==> src/rcai_pkg.sv <==
package rcai_pkg;

	// clock and timing
	localparam int unsigned CLK_PERIOD_NS   = 5;
	localparam int unsigned TICK_PERIOD_NS  = 1_000_000_000;
	localparam int unsigned TICK_CYCLES_DEF = TICK_PERIOD_NS / CLK_PERIOD_NS;
	localparam int unsigned INC_TIME_NS     = 100;
	localparam int unsigned INC_CYCLES      = (INC_TIME_NS + CLK_PERIOD_NS - 1) / CLK_PERIOD_NS;
	localparam int unsigned INC_CNT_W       = $clog2(INC_CYCLES + 1);

	// register indices; byte address is index times four
	localparam logic [3:0] REG_SEC_UNITS   = 4'h0;
	localparam logic [3:0] REG_SEC_TENS    = 4'h1;
	localparam logic [3:0] REG_MIN_TENS    = 4'h3;
	localparam logic [3:0] REG_HOUR_TENS   = 4'h5;
	localparam logic [3:0] REG_DAY_TENS    = 4'h7;
	localparam logic [3:0] REG_MONTH_TENS  = 4'h9;
	localparam logic [3:0] REG_WEEKDAY     = 4'hC;
	localparam logic [3:0] REG_FIRST_CTL   = 4'hD;
	localparam logic [3:0] REG_SECOND_CTL  = 4'hE;
	localparam logic [3:0] REG_THIRD_CTL   = 4'hF;
	localparam int unsigned NUM_CNT_REGS   = 13;
	localparam int unsigned NUM_PAIRS      = 6;

	// bus decode
	localparam int unsigned ADDR_IDX_LSB   = 2;
	localparam int unsigned ADDR_IDX_MSB   = 5;
	localparam logic [1:0]  HTRANS_NONSEQ  = 2'b10;
	localparam logic [31:0] RDATA_ZERO     = 32'h0000_0000;

	// control bit positions
	localparam int unsigned FIRST_HOLD_BIT  = 0;
	localparam int unsigned FIRST_BUSY_BIT  = 1;
	localparam int unsigned THIRD_RESET_BIT = 0;
	localparam int unsigned THIRD_STOP_BIT  = 1;

	// used-bit masks
	localparam logic [3:0] MASK_FULL   = 4'hF;
	localparam logic [3:0] MASK_3BIT   = 4'h7;
	localparam logic [3:0] MASK_2BIT   = 4'h3;
	localparam logic [3:0] MASK_1BIT   = 4'h1;
	localparam logic [3:0] MASK_FIRST  = 4'h3;

	// reset values
	localparam logic [3:0] RST_NIBBLE  = 4'h0;

	// bcd limits
	localparam logic [7:0] BCD_00 = 8'h00;
	localparam logic [7:0] BCD_01 = 8'h01;
	localparam logic [7:0] BCD_12 = 8'h12;
	localparam logic [7:0] BCD_23 = 8'h23;
	localparam logic [7:0] BCD_28 = 8'h28;
	localparam logic [7:0] BCD_29 = 8'h29;
	localparam logic [7:0] BCD_30 = 8'h30;
	localparam logic [7:0] BCD_31 = 8'h31;
	localparam logic [7:0] BCD_59 = 8'h59;
	localparam logic [7:0] BCD_99 = 8'h99;
	localparam logic [3:0] BCD_NINE    = 4'h9;
	localparam logic [3:0] WEEKDAY_MAX = 4'h6;

	typedef struct packed {
		logic [3:0] tens;
		logic [3:0] units;
	} rcai_bcd_s;

	typedef struct packed {
		logic       valid;
		logic       write;
		logic       mapped;
		logic [3:0] idx;
	} rcai_acc_s;

	typedef enum logic {
		INC_IDLE,
		INC_RUN
	} rcai_inc_e;

endpackage

==> src/rcai_top.sv <==
// Overview of operation
// - unused bits ignore writes and read back as zero
// - all time digits are kept and counted as bcd
// - busy is high while an increment cycle runs and whenever the freeze bit is zero
// - counter accesses during busy are inhibited by the device
// - busy reads one whenever the freeze bit is zero
// - control registers are accessible at any time without busy check
// - counter bits are positive logic on the data lines
//
// The AHB-Lite register port and the register offsets were decided locally.
module rcai_top #(
	parameter int unsigned TICK_CYCLES = rcai_pkg::TICK_CYCLES_DEF
) (
	// clock and reset
	input  wire logic        sys_clk,
	input  wire logic        sys_rst,
	// ahb-lite slave
	input  wire logic        hsel,
	input  wire logic [31:0] haddr,
	input  wire logic [1:0]  htrans,
	input  wire logic        hwrite,
	input  wire logic [2:0]  hsize,
	input  wire logic        hready,
	input  wire logic [31:0] hwdata,
	output logic      [31:0] hrdata,
	output logic             hreadyout,
	output logic             hresp,
	// status
	output logic             counter_busy
);

	logic [rcai_pkg::NUM_CNT_REGS-1:0][3:0] cnt_q;
	logic                                   hold_q;
	logic [3:0]                             ctl_e_q;
	logic [3:0]                             ctl_f_q;
	rcai_pkg::rcai_inc_e                    inc_state_q;
	logic [rcai_pkg::INC_CNT_W-1:0]         inc_cnt_q;
	logic                                   pend_q;
	rcai_pkg::rcai_acc_s                    acc_q;
	logic [31:0]                            hrdata_q;

	logic                                   tick;
	logic                                   busy_stat;
	logic                                   inc_apply;
	logic                                   addr_take;
	logic                                   addr_mapped;
	logic [3:0]                             addr_idx;
	logic                                   wr_take;
	logic [3:0]                             wr_nib;
	rcai_pkg::rcai_bcd_s                    pair_cur [rcai_pkg::NUM_PAIRS];
	rcai_pkg::rcai_bcd_s                    pair_lo  [rcai_pkg::NUM_PAIRS];
	rcai_pkg::rcai_bcd_s                    pair_hi  [rcai_pkg::NUM_PAIRS];
	rcai_pkg::rcai_bcd_s                    pair_nxt [rcai_pkg::NUM_PAIRS];
	logic [rcai_pkg::NUM_PAIRS-1:0]         pair_wrap;
	logic [rcai_pkg::NUM_PAIRS:0]           pair_en;
	logic [3:0]                             wday_nxt;

	// used bits of each register
	function automatic logic [3:0] reg_mask(input logic [3:0] idx);
		case (idx)
			rcai_pkg::REG_SEC_TENS,
			rcai_pkg::REG_MIN_TENS,
			rcai_pkg::REG_HOUR_TENS,
			rcai_pkg::REG_WEEKDAY:    reg_mask = rcai_pkg::MASK_3BIT;
			rcai_pkg::REG_DAY_TENS:   reg_mask = rcai_pkg::MASK_2BIT;
			rcai_pkg::REG_MONTH_TENS: reg_mask = rcai_pkg::MASK_1BIT;
			rcai_pkg::REG_FIRST_CTL:  reg_mask = rcai_pkg::MASK_FIRST;
			default:                  reg_mask = rcai_pkg::MASK_FULL;
		endcase
	endfunction

	function automatic logic is_counter(input logic [3:0] idx);
		is_counter = (idx <= rcai_pkg::REG_WEEKDAY);
	endfunction

	// last day of a month, leap years every fourth year
	function automatic rcai_pkg::rcai_bcd_s month_end(input rcai_pkg::rcai_bcd_s mon,
			input rcai_pkg::rcai_bcd_s yr);
		logic leap;
		leap = yr.tens[0] ? (yr.units == 4'h2 || yr.units == 4'h6)
		                  : (yr.units == 4'h0 || yr.units == 4'h4 || yr.units == 4'h8);
		case (mon)
			8'h02:   month_end = leap ? rcai_pkg::BCD_29 : rcai_pkg::BCD_28;
			8'h04,
			8'h06,
			8'h09,
			8'h11:   month_end = rcai_pkg::BCD_30;
			default: month_end = rcai_pkg::BCD_31;
		endcase
	endfunction

	rcai_tick_gen #(
		.TICK_CYCLES (TICK_CYCLES)
	) u_tick (
		.sys_clk (sys_clk),
		.sys_rst (sys_rst),
		.stop    (ctl_f_q[rcai_pkg::THIRD_STOP_BIT]),
		.clear   (ctl_f_q[rcai_pkg::THIRD_RESET_BIT]),
		.tick    (tick)
	);

	assign busy_stat    = (inc_state_q == rcai_pkg::INC_RUN) || !hold_q;
	assign counter_busy = busy_stat;

	// ---------------- bus slave ----------------
	assign addr_take   = hsel && hready && (htrans == rcai_pkg::HTRANS_NONSEQ);
	assign addr_mapped = (haddr[31:rcai_pkg::ADDR_IDX_MSB+1] == '0) && (haddr[1:0] == 2'b00);
	assign addr_idx    = haddr[rcai_pkg::ADDR_IDX_MSB:rcai_pkg::ADDR_IDX_LSB];

	// zero wait states; every transfer ends OKAY
	assign hreadyout = 1'b1;
	assign hresp     = 1'b0;
	assign hrdata    = hrdata_q;

	always_ff @(posedge sys_clk) begin
		if (sys_rst) begin
			acc_q <= '0;
		end else if (hready) begin
			acc_q.valid  <= addr_take;
			acc_q.write  <= hwrite;
			acc_q.mapped <= addr_mapped;
			acc_q.idx    <= addr_idx;
		end
	end

	// read data are fetched in the address phase and stand through the data phase
	always_ff @(posedge sys_clk) begin
		if (sys_rst) begin
			hrdata_q <= rcai_pkg::RDATA_ZERO;
		end else if (hready) begin
			hrdata_q <= rcai_pkg::RDATA_ZERO;
			if (addr_take && !hwrite && addr_mapped) begin
				case (addr_idx)
					rcai_pkg::REG_FIRST_CTL: begin
						hrdata_q[rcai_pkg::FIRST_HOLD_BIT] <= hold_q;
						hrdata_q[rcai_pkg::FIRST_BUSY_BIT] <= busy_stat;
					end
					rcai_pkg::REG_SECOND_CTL: begin
						hrdata_q[3:0] <= ctl_e_q;
					end
					rcai_pkg::REG_THIRD_CTL: begin
						hrdata_q[3:0] <= ctl_f_q;
					end
					default: begin
						if (!busy_stat) begin
							hrdata_q[3:0] <= cnt_q[addr_idx] & reg_mask(addr_idx);
						end
					end
				endcase
			end
		end
	end

	assign wr_take = acc_q.valid && acc_q.write && acc_q.mapped;
	assign wr_nib  = hwdata[3:0] & reg_mask(acc_q.idx);

	// ---------------- control registers ----------------
	// control writes always taken
	always_ff @(posedge sys_clk) begin
		if (sys_rst) begin
			hold_q <= rcai_pkg::RST_NIBBLE[0];
		end else if (wr_take && acc_q.idx == rcai_pkg::REG_FIRST_CTL) begin
			hold_q <= wr_nib[rcai_pkg::FIRST_HOLD_BIT];
		end
	end

	always_ff @(posedge sys_clk) begin
		if (sys_rst) begin
			ctl_e_q <= rcai_pkg::RST_NIBBLE;
		end else if (wr_take && acc_q.idx == rcai_pkg::REG_SECOND_CTL) begin
			ctl_e_q <= wr_nib;
		end
	end

	always_ff @(posedge sys_clk) begin
		if (sys_rst) begin
			ctl_f_q <= rcai_pkg::RST_NIBBLE;
		end else if (wr_take && acc_q.idx == rcai_pkg::REG_THIRD_CTL) begin
			ctl_f_q <= wr_nib;
		end
	end

	// ---------------- increment sequencing ----------------
	// one pending second is kept while frozen; further ones are lost
	always_ff @(posedge sys_clk) begin
		if (sys_rst || ctl_f_q[rcai_pkg::THIRD_RESET_BIT]) begin
			pend_q <= 1'b0;
		end else if (tick) begin
			pend_q <= 1'b1;
		end else if (inc_state_q == rcai_pkg::INC_IDLE && !hold_q) begin
			pend_q <= 1'b0;
		end
	end

	always_ff @(posedge sys_clk) begin
		if (sys_rst) begin
			inc_state_q <= rcai_pkg::INC_IDLE;
			inc_cnt_q   <= '0;
		end else begin
			case (inc_state_q)
				rcai_pkg::INC_IDLE: begin
					inc_cnt_q <= '0;
					if (pend_q && !hold_q) begin
						inc_state_q <= rcai_pkg::INC_RUN;
					end
				end
				rcai_pkg::INC_RUN: begin
					inc_cnt_q <= inc_cnt_q + rcai_pkg::INC_CNT_W'(1);
					if (inc_apply) begin
						inc_state_q <= rcai_pkg::INC_IDLE;
					end
				end
				default: begin
					inc_state_q <= rcai_pkg::INC_IDLE;
				end
			endcase
		end
	end

	assign inc_apply = (inc_state_q == rcai_pkg::INC_RUN)
	                && (inc_cnt_q == rcai_pkg::INC_CNT_W'(rcai_pkg::INC_CYCLES - 1));

	// ---------------- bcd carry chain ----------------
	always_comb begin
		pair_lo[0] = rcai_pkg::BCD_00;
		pair_hi[0] = rcai_pkg::BCD_59;
		pair_lo[1] = rcai_pkg::BCD_00;
		pair_hi[1] = rcai_pkg::BCD_59;
		pair_lo[2] = rcai_pkg::BCD_00;
		pair_hi[2] = rcai_pkg::BCD_23;
		pair_lo[3] = rcai_pkg::BCD_01;
		pair_hi[3] = month_end(pair_cur[4], pair_cur[5]);
		pair_lo[4] = rcai_pkg::BCD_01;
		pair_hi[4] = rcai_pkg::BCD_12;
		pair_lo[5] = rcai_pkg::BCD_00;
		pair_hi[5] = rcai_pkg::BCD_99;
	end

	assign pair_en[0] = inc_apply;

	genvar gp;
	generate
		for (gp = 0; gp < rcai_pkg::NUM_PAIRS; gp++) begin : g_pair
			assign pair_cur[gp] = {cnt_q[2*gp+1], cnt_q[2*gp]};
			rcai_bcd_pair u_pair (
				.cur  (pair_cur[gp]),
				.lo   (pair_lo[gp]),
				.hi   (pair_hi[gp]),
				.nxt  (pair_nxt[gp]),
				.wrap (pair_wrap[gp])
			);
			assign pair_en[gp+1] = pair_en[gp] && pair_wrap[gp];
		end
	endgenerate

	assign wday_nxt = (cnt_q[rcai_pkg::REG_WEEKDAY] >= rcai_pkg::WEEKDAY_MAX)
	                ? 4'h0 : cnt_q[rcai_pkg::REG_WEEKDAY] + 4'h1;

	// ---------------- counter storage ----------------
	// host writes only land while frozen and idle, so they never meet an increment
	always_ff @(posedge sys_clk) begin
		if (sys_rst) begin
			cnt_q <= '0;
		end else begin
			for (int p = 0; p < rcai_pkg::NUM_PAIRS; p++) begin
				if (pair_en[p]) begin
					{cnt_q[2*p+1], cnt_q[2*p]} <= pair_nxt[p];
				end
			end
			// weekday advances with the day carry out of hours
			if (pair_en[3]) begin
				cnt_q[rcai_pkg::REG_WEEKDAY] <= wday_nxt;
			end
			if (wr_take && is_counter(acc_q.idx) && !busy_stat) begin
				cnt_q[acc_q.idx] <= wr_nib;
			end
		end
	end

	logic unused_ok;
	assign unused_ok = ^hsize;

endmodule // rcai_top

==> src/rcai_tick_gen.sv <==
module rcai_tick_gen #(
	parameter int unsigned TICK_CYCLES = rcai_pkg::TICK_CYCLES_DEF
) (
	// clock and reset
	input  wire logic sys_clk,
	input  wire logic sys_rst,
	// control
	input  wire logic stop,
	input  wire logic clear,
	// one-second event
	output logic      tick
);

	localparam int unsigned W = $clog2(TICK_CYCLES + 1);
	localparam logic [W-1:0] LAST = W'(TICK_CYCLES - 1);

	logic [W-1:0] div_q;

	// the divider freezes while stopped so the sub-second phase is kept
	always_ff @(posedge sys_clk) begin
		if (sys_rst || clear) begin
			div_q <= '0;
		end else if (!stop) begin
			div_q <= (div_q == LAST) ? '0 : div_q + W'(1);
		end
	end

	always_ff @(posedge sys_clk) begin
		if (sys_rst || clear) begin
			tick <= 1'b0;
		end else begin
			tick <= !stop && (div_q == LAST);
		end
	end

endmodule // rcai_tick_gen

==> src/rcai_bcd_pair.sv <==
module rcai_bcd_pair (
	// current value and range
	input  rcai_pkg::rcai_bcd_s cur,
	input  rcai_pkg::rcai_bcd_s lo,
	input  rcai_pkg::rcai_bcd_s hi,
	// next value
	output rcai_pkg::rcai_bcd_s nxt,
	output logic                wrap
);

	// values at or past the top wrap, so a bad host write cannot stick
	always_comb begin
		nxt  = cur;
		wrap = 1'b0;
		if (cur >= hi) begin
			nxt  = lo;
			wrap = 1'b1;
		end else if (cur.units >= rcai_pkg::BCD_NINE) begin
			nxt.tens  = cur.tens + 4'h1;
			nxt.units = 4'h0;
		end else begin
			nxt.units = cur.units + 4'h1;
		end
	end

endmodule // rcai_bcd_pair

==> config.mk <==
export PLATFORM = sky130hd
export DESIGN_NAME = rcai_top
export DESIGN_NICKNAME = d
export VERILOG_FILES = /design/src/rcai_pkg.sv /design/src/rcai_top.sv /design/src/rcai_tick_gen.sv /design/src/rcai_bcd_pair.sv
export SDC_FILE = /design/constraint.sdc
export NUM_CORES = 1
export LEC_CHECK = 0
export ABC_AREA = 0
export BUFFER_PORTS_ARGS = -buffer_cell sky130_fd_sc_hd__buf_2
export CAP_MARGIN = 40
export CORE_ASPECT_RATIO = 0.8
export CORE_MARGIN = 2
export CORE_UTILIZATION = 62
export DETAILED_ROUTE_END_ITERATION = 16
export GPL_TIMING_DRIVEN = 0
export MAX_ROUTING_LAYER = met4
export PLACE_DENSITY = 0.86
export SKIP_CTS_REPAIR_TIMING = 1
export SYNTH_ARGS = -nofsm -noshare
export SYNTH_HDL_FRONTEND = slang
export SYNTH_SLANG_ARGS = --single-unit
==> constraint.sdc <==
create_clock -name sys_clk -period 5.7 [get_ports sys_clk]
set_input_delay 0.57 -clock sys_clk [delete_from_list [all_inputs] [get_ports sys_clk]]
set_output_delay 0.57 -clock sys_clk [all_outputs]
set_load 0.02 [all_outputs]
==> reports/metrics.cfg <==
[outcome]
status=complete, no violations

[synth]
synth_cell_type_count=70
avgSynthCellArea_um2=8.24
yosysSeqAreaShare=0.313
ys_ff_latch=108
synth_edf_count=0
yosysTopAreaCellShare=0.313
synth_async_sr_flop_share=0
yosysWarnings=0
ys.flop_type=dfxtp_1
yosysTopAreaCell=dfxtp_1
synthTopCellsByArea=dfxtp_1 31%, ha_1 7.4%, nor2_1 6.5%
synthesis.area_mm2=0.00690
netlist_instances=837

[layout]
mostFrequentLayoutCell=nor2_1
drive_gt1_frac=0.137
layout_common_cells=119 x nor2_1, 108 x dfxtp_1, 50 x buf_2
nNetsFinal=1036
area_growth_pct=12.2
num-fill-cells=858
antenna_cells=0
stdcell_count=1070

[global_routing]
grt_busiest_layer=met2
grt_pass1_vias=5848
grt_pass1_wl_mm=29.4
antenna_found_initial=0
grt.total_usage=0.321
grt_overflow=0
grt_max_degree=22
grtUsageMet2=0.457
use_met3=0.0882
use_met1=0.446

[timing]
worstMarginPinSlew_ns=0.989
final_max_slew_viol_count=0
rsz0062_at_grt=no
max_clock_freq_ghz=0.281
setup_viol=0
finClkSkew_ns=0.0146
tns_ns=0
final_hold_viol_count=0
timing.hold.ws_ns=0.459
finalCritPeriodShare=0.625
max_slew_margin=0.337
period_minus_slack_ns=3.56

[critical_path]
path_max_fanout=10
rrSetupSlack_ns=2.14
r2r_cells=15
cp.arrival_ns=3.81
cp-startpoint=cnt_q[36]
cp_num_buf_inv=2
critical-path-top-delay-family=compound AO/OA/AOI/OAI gates
cpPeakStageDelay_ns=0.45
path_depth=15
r2r-start=cnt_q[36]
required_ns=5.94
crit_chain=inv_1 > ha_1 > nand2_1 > nor2_1 > o21ai_0 > o21ai_0 > a31oi_1 > ha_1 > nor4b_1 > o221ai_2 > and2_1 > and2_1 > buf_2 > and3_1 > a2111oi_0
cp-endpoint=cnt_q[47]
crit_path_top_delay_cell=dfxtp_1
r2r_end=cnt_q[47]
endpoint_kind=flop
worst_setup_path_start_kind=flop
path_class=flop to flop

[cts]
cts_sinks=108
cts_root_buf=clkbuf_16
clk_path_buf_depth=2
h-tree-depth=3
numCtsBuffers=9
clkTransAtPathRegs_ns=0.08
cts_tree=done
clk_latency_ns=0.36

[drt]
routed_wl_mm=18.1
wire_per_inst_um=16.9
drt-pass1-iter-count=8
drt_iter0_markers=919
num_vias=6509
antenna_left=0
drcViolationCount=0
vias_per_cell=6.08

[placed_design]
io_buffers=44
dp_hpwl_mm=13.1
place_congestion=0.954
dp.cells=1054

[flow_run]
cap_violations=0

[die]
die_h_um=98.4
core_area_mm2=0.0108
rows=34
pin_count=109
start_util=0.636
die_w_um=122
dieArea_mm2=0.0120

[power]
powerDensity_mw_per_mm2=205
ir_worst_vdd_uv=162
leakage_uw=0.00301

[worst_hold_path]
hp-class=flop to flop

## metrics by stage
| step | utilization | instance area (µm²) | power, µW | setup WS, ns |
|---|---|---|---|---|
| after global placement | 0.683 | 7400 | 911 | 2.37 |
| final | 0.713 | 7740 | 1590 | 2.14 |
| after CTS | 0.713 | 7740 | 1580 | 2.24 |
| after detailed placement | 0.683 | 7410 | 912 | 2.26 |
| after floorplan | - | 7000 | 872 | 2.83 |
| after global routing | 0.713 | 7740 | 1640 | 1.83 |
## how the worst min path moves through the flow
stage,startpoint,to,slack (ns),depth (start not counted)
floorplan,inc_cnt_q[0],inc_cnt_q[0],0.42,1
global placement,inc_cnt_q[0],inc_cnt_q[0],0.43,1
detailed placement,u_tick.tick,pend_q,0.44,1
CTS,inc_cnt_q[0],inc_cnt_q[0],0.46,1
global route,hwrite,acc_q[5],0.48,3
finish,inc_cnt_q[0],inc_cnt_q[0],0.46,1
## kinds of logic (layout without fill, tap and decap cells)
kind of cell | after synthesis | count (layout) | share of synthesized area
AO/OA/AOI/OAI | 159 | 159 | 0.155
XOR/XNOR | 34 | 34 | 0.0432
adder cells (fa/ha/maj) | 41 | 41 | 0.0744
buffers and inverters | 113 | 174 | 0.0798
flip-flops | 108 | 108 | 0.313
multiplexers | 41 | 41 | 0.0803
other | 2 | 30 | 0.00109
AND/OR/NAND/NOR | 339 | 339 | 0.253
## metal layers
| layer | vias up | wire (µm) |
|---|---|---|
| met1 | 2949 | 7940 |
| met2 | 400 | 7590 |
| met5 | - | 0 |
| met4 | 0 | 374 |
| li1 | 3121 | - |
| met3 | 39 | 2230 |
## report_power, final
part	switching, µW	internal (µW)
clock	327	358
sequential	5.71	759
combinational	86.8	48.5
## cell type report
class | count | area, µm² | share of cell area
clock inverter | 7 | 103 | 0.0133
multi-input combinational | 644 | 4290 | 0.555
inverter | 41 | 154 | 0.0199
clock buffer | 9 | 225 | 0.0291
timing repair buffer | 45 | 225 | 0.0291
buffer | 72 | 397 | 0.0513
sequential | 108 | 2160 | 0.279
tap | 144 | 180 | 0.0233
## flip-flops by register name (all words and copies together), names as in the netlist
register      flops
acc_q             7
cnt_q            52
ctl_e_q           4
ctl_f_q           4
hold_q            1
hrdata            4
inc_cnt_q         5
inc_state_q       1
pend_q            1
u_tick.div_q     28
u_tick.tick       1
## synth_stat cells (6+ instances only)
| cell type | n |
|---|---|
| nand4b_1 | 8 |
| a211oi_1 | 14 |
| dfxtp_1 | 108 |
| o31ai_1 | 6 |
| ha_1 | 41 |
| nor4_1 | 19 |
| nand4_1 | 15 |
| a31oi_1 | 10 |
| mux4_2 | 11 |
| xor2_1 | 13 |
| and3_1 | 10 |
| or3_1 | 10 |
| a21oi_1 | 39 |
| nand2b_1 | 12 |
| nor2_1 | 119 |
| nor2b_1 | 6 |
| buf_4 | 30 |
| mux2i_1 | 25 |
| a22oi_1 | 6 |
| a21o_1 | 6 |
| xnor2_1 | 21 |
| clkbuf_1 | 32 |
| nor3_1 | 23 |
| inv_1 | 41 |
| and2_1 | 6 |
| nand3_1 | 24 |
| or2_2 | 7 |
| nand2_1 | 49 |
| a311oi_1 | 9 |
| o21ai_0 | 29 |
Power figures use the tool's default switching activity.
